==> src/hw/clst_map.svh <==
// Register offsets, field positions and limits of the latency stopwatch.
// Assumes a 12-bit APB byte address with one 32-bit word per register.
`ifndef CLST_MAP_SVH
`define CLST_MAP_SVH

`define CLST_ADDR_W        12
`define CLST_ADDR_CTRL     12'h000
`define CLST_ADDR_RESULT   12'h004
`define CLST_ADDR_STATUS   12'h008

`define CLST_CTRL_CHAN     0
`define CLST_CTRL_START    1
`define CLST_CTRL_STOP     2
`define CLST_CTRL_CLKSRC   3
`define CLST_CTRL_DIV_LO   4
`define CLST_CTRL_DIV_HI   5
`define CLST_CTRL_MANUAL   6
`define CLST_CTRL_REARM    7

`define CLST_STAT_RUN      0
`define CLST_STAT_HELD     1
`define CLST_STAT_STRAP    2

`define CLST_RESULT_W      20
`define CLST_RESULT_MAX    20'hfffff
`define CLST_COMMA_A       8'h3c
`define CLST_COMMA_B       8'hbc
`define CLST_COMMA_C       8'hfc
`define CLST_TAPS          4

`endif

==> src/hw/clst_pkg.sv <==
// Types shared by the latency stopwatch modules.
// Assumes clst_map.svh is on the include path.
`default_nettype none
`include "clst_map.svh"

package clst_pkg;

  typedef enum logic [2:0] {
    CLST_ARMED = 3'b001,
    CLST_RUN   = 3'b010,
    CLST_HELD  = 3'b100
  } clst_state_t;

  typedef logic [`CLST_RESULT_W-1:0] clst_count_t;

endpackage : clst_pkg

`default_nettype wire

==> src/hw/clst_tap_if.sv <==
// Tap selection and comma hit signals between stopwatch core and tap selector.
// Assumes both ends run on clk_sys_in.
`default_nettype none

interface clst_tap_if;
  logic chan_sel;
  logic start_sel;
  logic stop_sel;
  logic start_hit;
  logic stop_hit;

  modport sel (input chan_sel, input start_sel, input stop_sel, output start_hit, output stop_hit);
  modport ctl (output chan_sel, output start_sel, output stop_sel, input start_hit, input stop_hit);
endinterface : clst_tap_if

`default_nettype wire

==> src/hw/clst_stopwatch.sv <==
// Comma latency stopwatch: APB registers, measurement clock enable, counter and hold logic.
// Assumes hs_tick_in and byte_tick_in are one-cycle enables on clk_sys_in, one per rising
// edge of each channel's measurement clock; the strap pin is asynchronous.
//
// Function
// - Commas are K bytes 3c, bc, fc
// - Two start and two stop taps selectable
// - One channel measured, both taps same channel
// - First start comma starts; later ones ignored
// - First stop comma after start halts count
// - Elapsed count readable as 20-bit result
// - Overrange reports saturated fffff, never wraps
// - One result held until host reads it
// - No start comma seen reads as zero
// - Manual mode follows strap pin level
// - Fast tick is bit rate over 8/4/2/1
// - Register divider 1, 2, 4 or 8
// - Measurement clock from tested channel only
// - Optional recovered byte clock, bit rate/20
// - Result within one measurement period
//
// Local design decisions: register access over APB and the register addresses.
`default_nettype none
`include "clst_map.svh"

module clst_stopwatch
  import clst_pkg::*;
(
  input  wire logic                            clk_sys_in,
  input  wire logic                            rst_in,
  // APB slave
  input  wire logic                            psel_in,
  input  wire logic                            penable_in,
  input  wire logic                            pwrite_in,
  input  wire logic [`CLST_ADDR_W-1:0]         paddr_in,
  input  wire logic [31:0]                     pwdata_in,
  output logic      [31:0]                     prdata_out,
  output logic                                 pready_out,
  output logic                                 pslverr_out,
  // Data path taps, per channel: 0/1 start, 2/3 stop
  input  wire logic [1:0][`CLST_TAPS-1:0][7:0] tap_data_in,
  input  wire logic [1:0][`CLST_TAPS-1:0]      tap_ctrl_in,
  // Measurement clock enables per channel
  input  wire logic [1:0]                      hs_tick_in,
  input  wire logic [1:0]                      byte_tick_in,
  // Manual start/stop strap
  input  wire logic                            manual_trigger_strap_pin_in,
  // Status
  output logic                                 meas_running_out,
  output logic                                 result_held_out
);

  typedef struct packed {
    clst_state_t st;
    clst_count_t cnt;
    logic        chan;
    logic        start_sel;
    logic        stop_sel;
    logic        clk_src;
    logic [1:0]  div;
    logic        manual;
    logic [2:0]  divcnt;
    logic        strap_m;
    logic        strap_s;
    logic [31:0] prdata;
  } clst_core_t;

  clst_core_t s_q;
  clst_core_t s_d;

  clst_tap_if tap ();

  clst_tap_sel u_tap_sel (
    .clk_sys_in  (clk_sys_in),
    .rst_in      (rst_in),
    .tap_data_in (tap_data_in),
    .tap_ctrl_in (tap_ctrl_in),
    .tap         (tap.sel)
  );

  assign tap.chan_sel  = s_q.chan;
  assign tap.start_sel = s_q.start_sel;
  assign tap.stop_sel  = s_q.stop_sel;

  // Address decode used in the access phase for writes, reads and slave error
  function automatic logic clst_mapped(input logic [`CLST_ADDR_W-1:0] a);
    clst_mapped = (a == `CLST_ADDR_CTRL) || (a == `CLST_ADDR_RESULT) || (a == `CLST_ADDR_STATUS);
  endfunction : clst_mapped

  // Mask of divider stages for 1, 2, 4 or 8
  function automatic logic [2:0] clst_div_mask(input logic [1:0] d);
    unique case (d)
      2'h0: clst_div_mask = 3'h0;
      2'h1: clst_div_mask = 3'h1;
      2'h2: clst_div_mask = 3'h3;
      2'h3: clst_div_mask = 3'h7;
    endcase
  endfunction : clst_div_mask

  logic raw_tick;
  logic meas_tick;
  logic apb_access;
  logic apb_wr;
  logic apb_rd;
  logic setup;

  assign setup      = psel_in && !penable_in;
  assign apb_access = psel_in && penable_in;
  assign apb_wr     = apb_access && pwrite_in && clst_mapped(paddr_in);
  assign apb_rd     = apb_access && !pwrite_in && clst_mapped(paddr_in);

  // Fast tick arrives already at the bit rate over 8, 4, 2 or 1 for the line rate
  assign raw_tick  = s_q.clk_src ? byte_tick_in[s_q.chan]
                                 : hs_tick_in[s_q.chan];
  assign meas_tick = raw_tick && ((s_q.divcnt & clst_div_mask(s_q.div)) == clst_div_mask(s_q.div));

  always_comb begin
    logic start_ev;
    logic stop_ev;
    logic rearm;
    start_ev = 1'b0;
    stop_ev  = 1'b0;
    rearm    = 1'b0;
    s_d      = s_q;

    // Strap synchroniser
    s_d.strap_m = manual_trigger_strap_pin_in;
    s_d.strap_s = s_q.strap_m;

    if (raw_tick) begin
      s_d.divcnt = s_q.divcnt + 3'h1;
    end

    // Start and stop causes
    if (s_q.manual) begin
      start_ev = s_q.strap_s;
      stop_ev  = !s_q.strap_s;
    end else begin
      start_ev = tap.start_hit;
      stop_ev  = tap.stop_hit;
    end

    // Register writes
    if (apb_wr && paddr_in == `CLST_ADDR_CTRL) begin
      s_d.chan      = pwdata_in[`CLST_CTRL_CHAN];
      s_d.start_sel = pwdata_in[`CLST_CTRL_START];
      s_d.stop_sel  = pwdata_in[`CLST_CTRL_STOP];
      s_d.clk_src   = pwdata_in[`CLST_CTRL_CLKSRC];
      s_d.div       = pwdata_in[`CLST_CTRL_DIV_HI:`CLST_CTRL_DIV_LO];
      s_d.manual    = pwdata_in[`CLST_CTRL_MANUAL];
      rearm         = pwdata_in[`CLST_CTRL_REARM];
    end

    unique case (s_q.st)
      CLST_ARMED: begin
        if (start_ev) begin
          s_d.st     = CLST_RUN;
          s_d.cnt    = '0;
          s_d.divcnt = 3'h0;
        end
      end
      CLST_RUN: begin
        // Later start commas are not looked at here
        if (stop_ev) begin
          s_d.st = CLST_HELD;
        end else if (meas_tick && s_q.cnt != `CLST_RESULT_MAX) begin
          s_d.cnt = s_q.cnt + 20'h00001;
        end
        // Saturated count stays at all ones
        if (meas_tick && s_q.cnt == `CLST_RESULT_MAX) begin
          s_d.cnt = `CLST_RESULT_MAX;
        end
      end
      CLST_HELD: begin
        // Only a result read or a CTRL write with REARM set clears the result
        if (apb_rd && paddr_in == `CLST_ADDR_RESULT) begin
          s_d.st  = CLST_ARMED;
          s_d.cnt = '0;
        end
      end
      default: begin
        s_d.st  = CLST_ARMED;
        s_d.cnt = '0;
      end
    endcase

    if (rearm) begin
      s_d.st  = CLST_ARMED;
      s_d.cnt = '0;
    end

    // Read data is fetched in the setup phase
    if (setup && !pwrite_in) begin
      s_d.prdata = 32'h0000_0000;
      if (paddr_in == `CLST_ADDR_CTRL) begin
        s_d.prdata[`CLST_CTRL_CHAN]                      = s_q.chan;
        s_d.prdata[`CLST_CTRL_START]                     = s_q.start_sel;
        s_d.prdata[`CLST_CTRL_STOP]                      = s_q.stop_sel;
        s_d.prdata[`CLST_CTRL_CLKSRC]                    = s_q.clk_src;
        s_d.prdata[`CLST_CTRL_DIV_HI:`CLST_CTRL_DIV_LO]  = s_q.div;
        s_d.prdata[`CLST_CTRL_MANUAL]                    = s_q.manual;
      end else if (paddr_in == `CLST_ADDR_RESULT) begin
        // Armed state holds zero, so no start reads as zero
        s_d.prdata[`CLST_RESULT_W-1:0] = s_q.cnt;
      end else if (paddr_in == `CLST_ADDR_STATUS) begin
        s_d.prdata[`CLST_STAT_RUN]   = (s_q.st == CLST_RUN);
        s_d.prdata[`CLST_STAT_HELD]  = (s_q.st == CLST_HELD);
        s_d.prdata[`CLST_STAT_STRAP] = s_q.strap_s;
      end
    end
  end

  always_ff @(posedge clk_sys_in or posedge rst_in) begin
    if (rst_in) begin
      s_q.st        <= CLST_ARMED;
      s_q.cnt       <= '0;
      s_q.chan      <= 1'b0;
      s_q.start_sel <= 1'b0;
      s_q.stop_sel  <= 1'b0;
      s_q.clk_src   <= 1'b0;
      s_q.div       <= 2'h0;
      s_q.manual    <= 1'b0;
      s_q.divcnt    <= 3'h0;
      s_q.strap_m   <= 1'b0;
      s_q.strap_s   <= 1'b0;
      s_q.prdata    <= 32'h0000_0000;
    end else begin
      s_q <= s_d;
    end
  end

  assign prdata_out       = s_q.prdata;
  assign pready_out       = 1'b1;
  assign pslverr_out      = apb_access && !clst_mapped(paddr_in);
  assign meas_running_out = (s_q.st == CLST_RUN);
  assign result_held_out  = (s_q.st == CLST_HELD);

endmodule : clst_stopwatch

`default_nettype wire

==> src/hw/clst_tap_sel.sv <==
// Selects the start and stop taps of the channel under test and flags commas on them.
// Assumes tap bytes are valid every clk_sys_in cycle, on the same clock.
`default_nettype none
`include "clst_map.svh"

module clst_tap_sel
  import clst_pkg::*;
(
  input  wire logic                          clk_sys_in,
  input  wire logic                          rst_in,
  input  wire logic [1:0][`CLST_TAPS-1:0][7:0] tap_data_in,
  input  wire logic [1:0][`CLST_TAPS-1:0]    tap_ctrl_in,
  clst_tap_if.sel                            tap
);

  typedef struct packed {
    logic start_hit;
    logic stop_hit;
  } clst_hit_t;

  clst_hit_t s_q;
  clst_hit_t s_d;

  function automatic logic clst_is_comma(input logic k, input logic [7:0] d);
    clst_is_comma = k && (d == `CLST_COMMA_A || d == `CLST_COMMA_B || d == `CLST_COMMA_C);
  endfunction : clst_is_comma

  always_comb begin
    logic [1:0] start_idx;
    logic [1:0] stop_idx;
    start_idx   = {1'b0, tap.start_sel};
    stop_idx    = {1'b1, tap.stop_sel};
    s_d         = s_q;
    // Both taps come from the one channel under test
    s_d.start_hit = clst_is_comma(tap_ctrl_in[tap.chan_sel][start_idx],
                                  tap_data_in[tap.chan_sel][start_idx]);
    s_d.stop_hit  = clst_is_comma(tap_ctrl_in[tap.chan_sel][stop_idx],
                                  tap_data_in[tap.chan_sel][stop_idx]);
  end

  always_ff @(posedge clk_sys_in or posedge rst_in) begin
    if (rst_in) begin
      s_q <= '0;
    end else begin
      s_q <= s_d;
    end
  end

  assign tap.start_hit = s_q.start_hit;
  assign tap.stop_hit  = s_q.stop_hit;

endmodule : clst_tap_sel

`default_nettype wire

==> config.mk <==
export PLATFORM = sky130hd
export DESIGN_NAME = clst_stopwatch
export DESIGN_NICKNAME = d
export VERILOG_FILES = /design/src/hw/clst_pkg.sv /design/src/hw/clst_tap_if.sv /design/src/hw/clst_stopwatch.sv /design/src/hw/clst_tap_sel.sv
export VERILOG_INCLUDE_DIRS = /design/src /design/src/hw
export SDC_FILE = /design/constraint.sdc
export NUM_CORES = 1
export LEC_CHECK = 0
export ABC_AREA = 1
export BUFFER_PORTS_ARGS = -buffer_cell sky130_fd_sc_hd__buf_2
export CORE_MARGIN = 2
export CORE_UTILIZATION = 49
export CTS_BUF_LIST = sky130_fd_sc_hd__clkbuf_4 sky130_fd_sc_hd__clkbuf_8 sky130_fd_sc_hd__clkbuf_16
export CTS_CLUSTER_DIAMETER = 80
export CTS_CLUSTER_SIZE = 16
export DETAILED_ROUTE_END_ITERATION = 6
export GPL_TIMING_DRIVEN = 0
export PLACE_DENSITY = 0.84
export SLEW_MARGIN = 20
export SYNTH_ARGS = -nofsm -noshare
export SYNTH_HDL_FRONTEND = slang
export SYNTH_HIERARCHICAL = 1
export SYNTH_SLANG_ARGS = --single-unit
==> constraint.sdc <==
create_clock -name clk_sys_in -period 2.1 [get_ports clk_sys_in]
set_input_delay 0.21 -clock clk_sys_in [delete_from_list [all_inputs] [get_ports clk_sys_in]]
set_output_delay 0.21 -clock clk_sys_in [all_outputs]
set_load 0.1 [all_outputs]
==> impl_metrics.py, run 1 <==
metrics = {
    "cts": {
        "cts.path.max_buffers": 2,
        "cts_buffers": 9,
        "cts_tree": "done",
        "clk_pin_slew_ps": 70,
        "cts_root_buf": "clkbuf_8",
        "cts_num_sinks": 57,
        "clk-insertion-delay-late_ps": 360,
        "postCtsSetupBuffers": 0,
        "htreeDepth": 3,
    },
    "outcome": {
        "violations": "design-rule violations",
        "outcome": "complete, but fails checks",
    },
    "logic_synthesis": {
        "synth-seq-cells": 57,
        "yosys.area.top_type_share": 0.349,
        "ys_async_sr_fraction": 1.00,
        "ys_seq_area_frac": 0.356,
        "syn_avg_cell_area_um2": 6.63,
        "syn_area_mm2": 0.00401,
        "syn_inst": 605,
        "synthMostInstantiatedCell": "nand2_1",
        "synth_common_cells": "nand2_1 (194), nor2_1 (100), inv_1 (75)",
        "yosysTopAreaCell": "dfrtp_1",
        "yosys_warnings": 6,
        "ys_types": 33,
        "synthTopCellsByArea": "dfrtp_1 (35%), nand2_1 (18%), nor2_1 (9.4%), inv_1 (7.0%), buf_4 (6.5%)",
        "synth-edff-count": 0,
        "synth_top_flop_cell": "dfrtp_1",
    },
    "placed_design": {
        "io_buffers": 124,
        "place_inst": 845,
        "dpl_cell_area_mm2": 0.00482,
        "dpl.hpwl_mm": 8.40,
        "gp_congestion": 0.891,
    },
    "critical_path": {
        "path_max_fanout": 10,
        "rr_worst_depth": 13,
        "rr_endpoint": "s_q[63]",
        "required_ps": 2350,
        "worstSetupStartpointType": "register",
        "reg2reg_from": "s_q[44]",
        "startpoint": "s_q[44]",
        "cp.arrival_ps": 2130,
        "rrSetupSlack_ps": 220,
        "critPathKind": "reg2reg",
        "end_kind": "register",
    },
    "sta": {
        "slew_viol_final": 0,
        "setup_tns_ps": 0,
        "setup_viol": 0,
        "rsz0062_at_grt": "false",
        "relSlewSlack": 0.552,
        "skew_ps": 10.8,
        "hold_viol_final": 0,
        "post-route-period-util": 0.897,
        "worst_pin_slew_ps": 672,
        "period_needed_ps": 1880,
        "max_freq_mhz": 531,
    },
    "run": {
        "maxCapViolCount": 0,
    },
    "min_path": {
        "holdCritStartpoint": "pwdata_in[4]",
        "hold_path_class": "in2reg",
        "hold_depth": 2,
        "hold_end": "s_q[38]",
    },
    "floorplan": {
        "core_mm2": 0.00809,
        "initial_core_util": 0.496,
        "rows": 33,
        "dieArea_mm2": 0.00893,
        "die_y_um": 94.5,
        "ios": 162,
        "die_w_um": 94.5,
    },
    "power": {
        "leakage_nw": 2.79,
        "vdd_drop_max_mv": 0.388,
        "power_density_mw_per_mm2": 730,
    },
    "detailed_routing": {
        "dr.pass1.iters": 7,
        "wl_per_cell_um": 12.3,
        "wirelength_mm": 10.6,
        "antenna_left": 0,
        "via_per_inst": 4.81,
        "dr_total_vias": 4154,
        "drt_iter0_markers": 268,
        "drc": 14,
    },
    "layout": {
        "stdcell_count": 863,
        "area_delta_synth_final_pct": 26.8,
        "stdcell_area_mm2": 0.00509,
        "n_antenna_cell": 0,
        "fillers": 746,
        "drive_gt1_frac": 0.280,
        "layout.nets": 881,
    },
    "grt": {
        "met2_usage": 0.445,
        "busiest_layer": "met2",
        "overflow": 0,
        "grt_pass1_vias": 4034,
        "grtUsageTotal": 0.254,
        "grt_max_degree": 56,
        "met1_usage": 0.315,
        "antenna_found_initial": 0,
        "grt_use_met3": 0.0511,
        "grt_pass1_wl_mm": 17.9,
    },
}
==> cells by family (layout without fill, tap and decap cells) <==
| group | after synthesis | after routing | synth area share |
|---|---|---|---|
| muxes | 7 | 7 | 0.0196 |
| xor gates and xnor gates | 11 | 11 | 0.0240 |
| DFF | 57 | 57 | 0.356 |
| adders and majority gates | 2 | 2 | 0.00624 |
| and+or+nand+nor | 357 | 357 | 0.367 |
| other | 2 | 13 | 0.00187 |
| AOI/OAI and AO/OA | 41 | 41 | 0.0655 |
| buffers and inverters | 128 | 270 | 0.160 |
==> cell type report <==
class	instances	area [um^2]	area share
buffer	49	345	0.0679
clock buffer	11	145	0.0285
clock inverter	5	80.1	0.0157
inverter	79	299	0.0588
multi-input combinational	431	2020	0.396
sequential	57	1430	0.281
tap	105	131	0.0258
timing repair buffer	126	641	0.126
==> critical path, stage by stage, from the launching register on <==
cell and delay, ps:
dfrtp_2 450, ha_4 200, nand2_1 70, nor2_2 140, nand2_1 80, nor2_1 100, nand4_1 140, inv_1 80
nand2_1 50, nand2_1 60, nand2_1 60, buf_2 200, nand2_1 90, nand2_1 60
==> power breakdown <==
group,switching (mW),internal [mW]
clock,0.470,0.711
sequential,0.0904,1.19
combinational,0.867,0.388
==> state kept, by name, summed over array words and instances (netlist names) <==
signal,count
prdata_out,20
u_tap_sel/tap.start_hit,1
s_d,1
u_tap_sel/tap.stop_hit,1
tap.start_sel,1
tap.chan_sel,1
tap.stop_sel,1
s_q,31
==> per-layer routing <==
layer | up-vias | part of all wire | routed length (um)
li1 | 2118 | - | -
met1 | 1863 | 0.43 | 4540
met2 | 149 | 0.48 | 5090
met3 | 24 | 0.070 | 745
met4 | 0 | 0.019 | 196
met5 | - | 0 | 0
==> through the flow <==
step	util	hold WS, ps	setup WS [ps]	power [mW]
after floorplan	-	-48.8	22.7	2.22
after global placement	0.596	69.2	-129	2.49
after detailed placement	0.596	92.1	27.2	2.54
after CTS	0.626	84.7	1.74	3.71
after global routing	0.629	82.7	17.4	3.90
final	0.629	90.2	217	3.72
==> how the worst max path moves through the flow <==
stage	endpoint	slack, ps	cells past startpoint
floorplan	pslverr_out	20	6
global placement	s_q[54]	-130	2
detailed placement	s_q[63]	30	13
CTS	s_q[63]	2	13
global route	s_q[63]	20	9
finish	s_q[63]	220	13
==> layout by cell type, fill, tap and decap left out, types with 10 or more instances in the layout <==
master	instances
clkbuf_8	10
buf_4	35
o21ai_0	14
xor2_1	10
inv_1	74
buf_2	130
conb_1	13
nor2_1	99
o31ai_1	13
nand2_1	194
nand3_1	34
dfrtp_1	53
==> repair_timing <==
| action | CTS | global route |
|---|---|---|
| hold buffers | 2 | 0 |
| setup endpoints to repair | 0 | 20 |
| resized for setup | 0 | 6 |
| endpoints found under the hold margin | 3 | 0 |
No activity file was read; power rests on OpenSTA's default activity.
==> inputs of run 2 (changes only) <==
--- a/config.mk
+++ b/config.mk
@@ -6,16 +6,16 @@
 export SDC_FILE = /design/constraint.sdc
 export NUM_CORES = 1
 export LEC_CHECK = 0
-export ABC_AREA = 1
+export ABC_AREA = 0
 export BUFFER_PORTS_ARGS = -buffer_cell sky130_fd_sc_hd__buf_2
 export CORE_MARGIN = 2
-export CORE_UTILIZATION = 49
+export CORE_UTILIZATION = 48
 export CTS_BUF_LIST = sky130_fd_sc_hd__clkbuf_4 sky130_fd_sc_hd__clkbuf_8 sky130_fd_sc_hd__clkbuf_16
 export CTS_CLUSTER_DIAMETER = 80
 export CTS_CLUSTER_SIZE = 16
 export DETAILED_ROUTE_END_ITERATION = 6
 export GPL_TIMING_DRIVEN = 0
-export PLACE_DENSITY = 0.84
+export PLACE_DENSITY = 0.85
 export SLEW_MARGIN = 20
 export SYNTH_ARGS = -nofsm -noshare
 export SYNTH_HDL_FRONTEND = slang
==> constraint.sdc (replaced) <==
create_clock -name clk_sys_in -period 2.1 [get_ports clk_sys_in]
set_input_delay 0.21 -clock clk_sys_in [delete_from_list [all_inputs] [get_ports clk_sys_in]]
set_output_delay 0.21 -clock clk_sys_in [all_outputs]
set_load 0.05 [all_outputs]
==> run 2 against run 1 <==
Compared with the run above:
- the run now ends clean
- cell count down 27%
- cell area shrank 6.7%
- register-to-register slack got worse by 120 ps
- utilization rose by 3.3 points
- worst setup slack got worse by 200 ps
- fmax decreased by 9.6%
- power is 23% lower
- sequential cell count unchanged
- clock power decreased by 22%
- routed wire length decreased by 6.8%
- clock skew fell by 3.3 ps
- largest cell class unchanged
- largest power group unchanged
==> impl_metrics.py, run 2 <==
metrics = {
    "critical_path": {
        "required_ps": 2310,
        "path_max_fanout": 10,
        "critPathKind": "in2reg",
        "cp.arrival_ps": 2290,
        "end_kind": "register",
        "worstSetupStartpointType": "input port",
    },
    "power": {
        "vdd_drop_max_mv": 0.373,
        "power_density_mw_per_mm2": 605,
        "leakage_nw": 2.40,
    },
    "logic_synthesis": {
        "synth_common_cells": "dfrtp_1 (56), buf_4 (34), nand2_1 (26)",
        "ys_async_sr_fraction": 1.00,
        "syn_inst": 371,
        "synth_top_flop_cell": "dfrtp_1",
        "synthTopCellsByArea": "dfrtp_1 (40%), buf_4 (7.2%), a22o_1 (5.2%), o21ai_0 (3.3%), mux2i_1 (3.1%)",
        "syn_avg_cell_area_um2": 9.53,
        "synth-seq-cells": 57,
        "yosys.area.top_type_share": 0.396,
        "yosys_warnings": 6,
        "synthMostInstantiatedCell": "dfrtp_1",
        "ys_types": 61,
        "syn_area_mm2": 0.00354,
        "yosysTopAreaCell": "dfrtp_1",
        "ys_seq_area_frac": 0.404,
        "synth-edff-count": 0,
    },
    "layout": {
        "final_cell_mix": "buf_2 (124), dfrtp_1 (51), buf_4 (47)",
        "stdcell_count": 633,
        "layout.nets": 657,
        "n_antenna_cell": 0,
        "area_delta_synth_final_pct": 34.2,
        "drive_gt1_frac": 0.442,
        "top_register": "s_q",
        "final_common_cell": "buf_2",
        "utilization": 0.662,
        "largest_register_ffs": 31,
    },
    "cts": {
        "clk_pin_slew_ps": 70,
        "cts_num_sinks": 57,
        "htreeDepth": 3,
        "cts.path.max_buffers": 2,
        "cts_tree": "done",
        "cts_root_buf": "clkbuf_8",
        "clk-insertion-delay-late_ps": 340,
        "cts_buffers": 9,
    },
    "grt": {
        "grt_pass1_vias": 3598,
        "grt_pass1_wl_mm": 16.0,
        "grtUsageTotal": 0.243,
        "overflow": 0,
        "grt_max_degree": 56,
        "antenna_found_initial": 0,
    },
    "floorplan": {
        "core_mm2": 0.00718,
        "rows": 31,
        "initial_core_util": 0.493,
        "ios": 162,
        "die_y_um": 89.8,
        "dieArea_mm2": 0.00807,
        "die_w_um": 89.8,
    },
    "sta": {
        "worst_slack_ps": 16.4,
        "relSlewSlack": 0.560,
        "slew_viol_final": 0,
        "max_freq_mhz": 480,
        "setup_tns_ps": 0,
        "skew_ps": 7.58,
        "hold_viol_final": 0,
        "setup_viol": 0,
        "worst_pin_slew_ps": 660,
        "post-route-period-util": 0.992,
        "period_needed_ps": 2080,
    },
    "detailed_routing": {
        "antenna_left": 0,
        "wirelength_mm": 9.86,
        "via_per_inst": 5.64,
        "dr_total_vias": 3568,
        "wl_per_cell_um": 15.6,
        "dr.pass1.iters": 5,
        "drc": 0,
        "drt_iter0_markers": 323,
    },
    "placed_design": {
        "pre_cts_ws_ps": -457,
        "place_inst": 604,
        "gp_congestion": 0.944,
        "io_buffers": 123,
        "dpl.hpwl_mm": 7.38,
    },
    "outcome": {
        "outcome": "complete, no violations",
    },
    "min_path": {
        "hold_path_class": "in2reg",
    },
    "run": {
        "maxCapViolCount": 0,
    },
}
==> run 2: layout make-up <==
cell class / count / area [um^2]
Fill cell: 535 / 2430
Multi-Input combinational cell: 263 / 1890
Sequential cell: 57 / 1430
Timing Repair Buffer: 137 / 726
Buffer: 47 / 335
Clock buffer: 11 / 151
Tap cell: 99 / 124
Inverter: 14 / 55.1
Clock inverter: 5 / 30.0
==> run 2: metrics by stage <==
| step | power [mW] | instance area [um^2] | hold WS (ps) |
|---|---|---|---|
| 6_report | 2.87 | 4750 | 101 |
| 5_1_grt | 3.01 | 4750 | 107 |
| 4_1_cts | 2.79 | 4600 | 95.4 |
| 3_5_place_dp | 1.87 | 4330 | 91.1 |
| 3_3_place_gp | 1.84 | 4330 | 69.0 |
| 2_1_floorplan | 1.66 | 3590 | -48.8 |
==> run 2: path summary, 6_finish.rpt <==
kind,start,endpoint,slack [ps],cells past startpoint
max in group asynchronous,rst_in,s_q[66],1070,3
worst max register to register,tap.chan_sel,s_q[56],100,5
worst max-delay path,paddr_in[2],s_q[49],20,9
worst min register to register,s_d[32],s_q[32],360,0
worst min-delay path,pwdata_in[6],s_q[37],100,2
min in group asynchronous,rst_in,u_tap_sel/tap.start_hit,300,3
==> run 2: routing by layer <==
layer / part of all wire / track usage / routed length [um] / vias to the layer above
li1: - / - / - / 1662
met1: 0.40 / 0.289 / 3970 / 1691
met2: 0.50 / 0.410 / 4950 / 183
met3: 0.063 / 0.0377 / 625 / 32
met4: 0.031 / 0.156 / 308 / 0
met5: 0 / 0 / 0 / -
==> run 2: repair_timing <==
action / 4_1_cts / 5_1_grt
setup endpoints to repair: 21 / 19
resized for setup: 13 / 25
setup buffers: 2 / 10
hold endpoints to repair: 3 / 0
pin swaps: 0 / 5
hold buffers: 2 / 0
==> run 2: kinds of logic (layout without fill, tap and decap cells) <==
family / count (synthesis) / after routing / synth area share
xor gates and xnor gates: 3 / 3 / 0.00743
buffers and inverters: 62 / 214 / 0.106
DFF: 57 / 57 / 0.404
other: 2 / 13 / 0.00212
muxes: 19 / 19 / 0.0598
and+or+nand+nor: 114 / 114 / 0.191
AOI/OAI and AO/OA: 112 / 112 / 0.223
adders and majority gates: 2 / 2 / 0.00707
==> run 2: report_power, final <==
group          leakage, nW  total [mW]  internal, mW  switching [mW]
Sequential           0.772        1.24          1.17          0.0718
Combinational         1.54       0.712         0.324           0.388
Clock               0.0911       0.920         0.485           0.435
==> run 2: worst max-delay path: stages <==
cell and delay (ps):
buf_2 110, or4b_2 700, nor4_4 350, buf_4 190, a211o_1 160, inv_2 60
buf_4 180, a21oi_2 210, a21oi_1 100
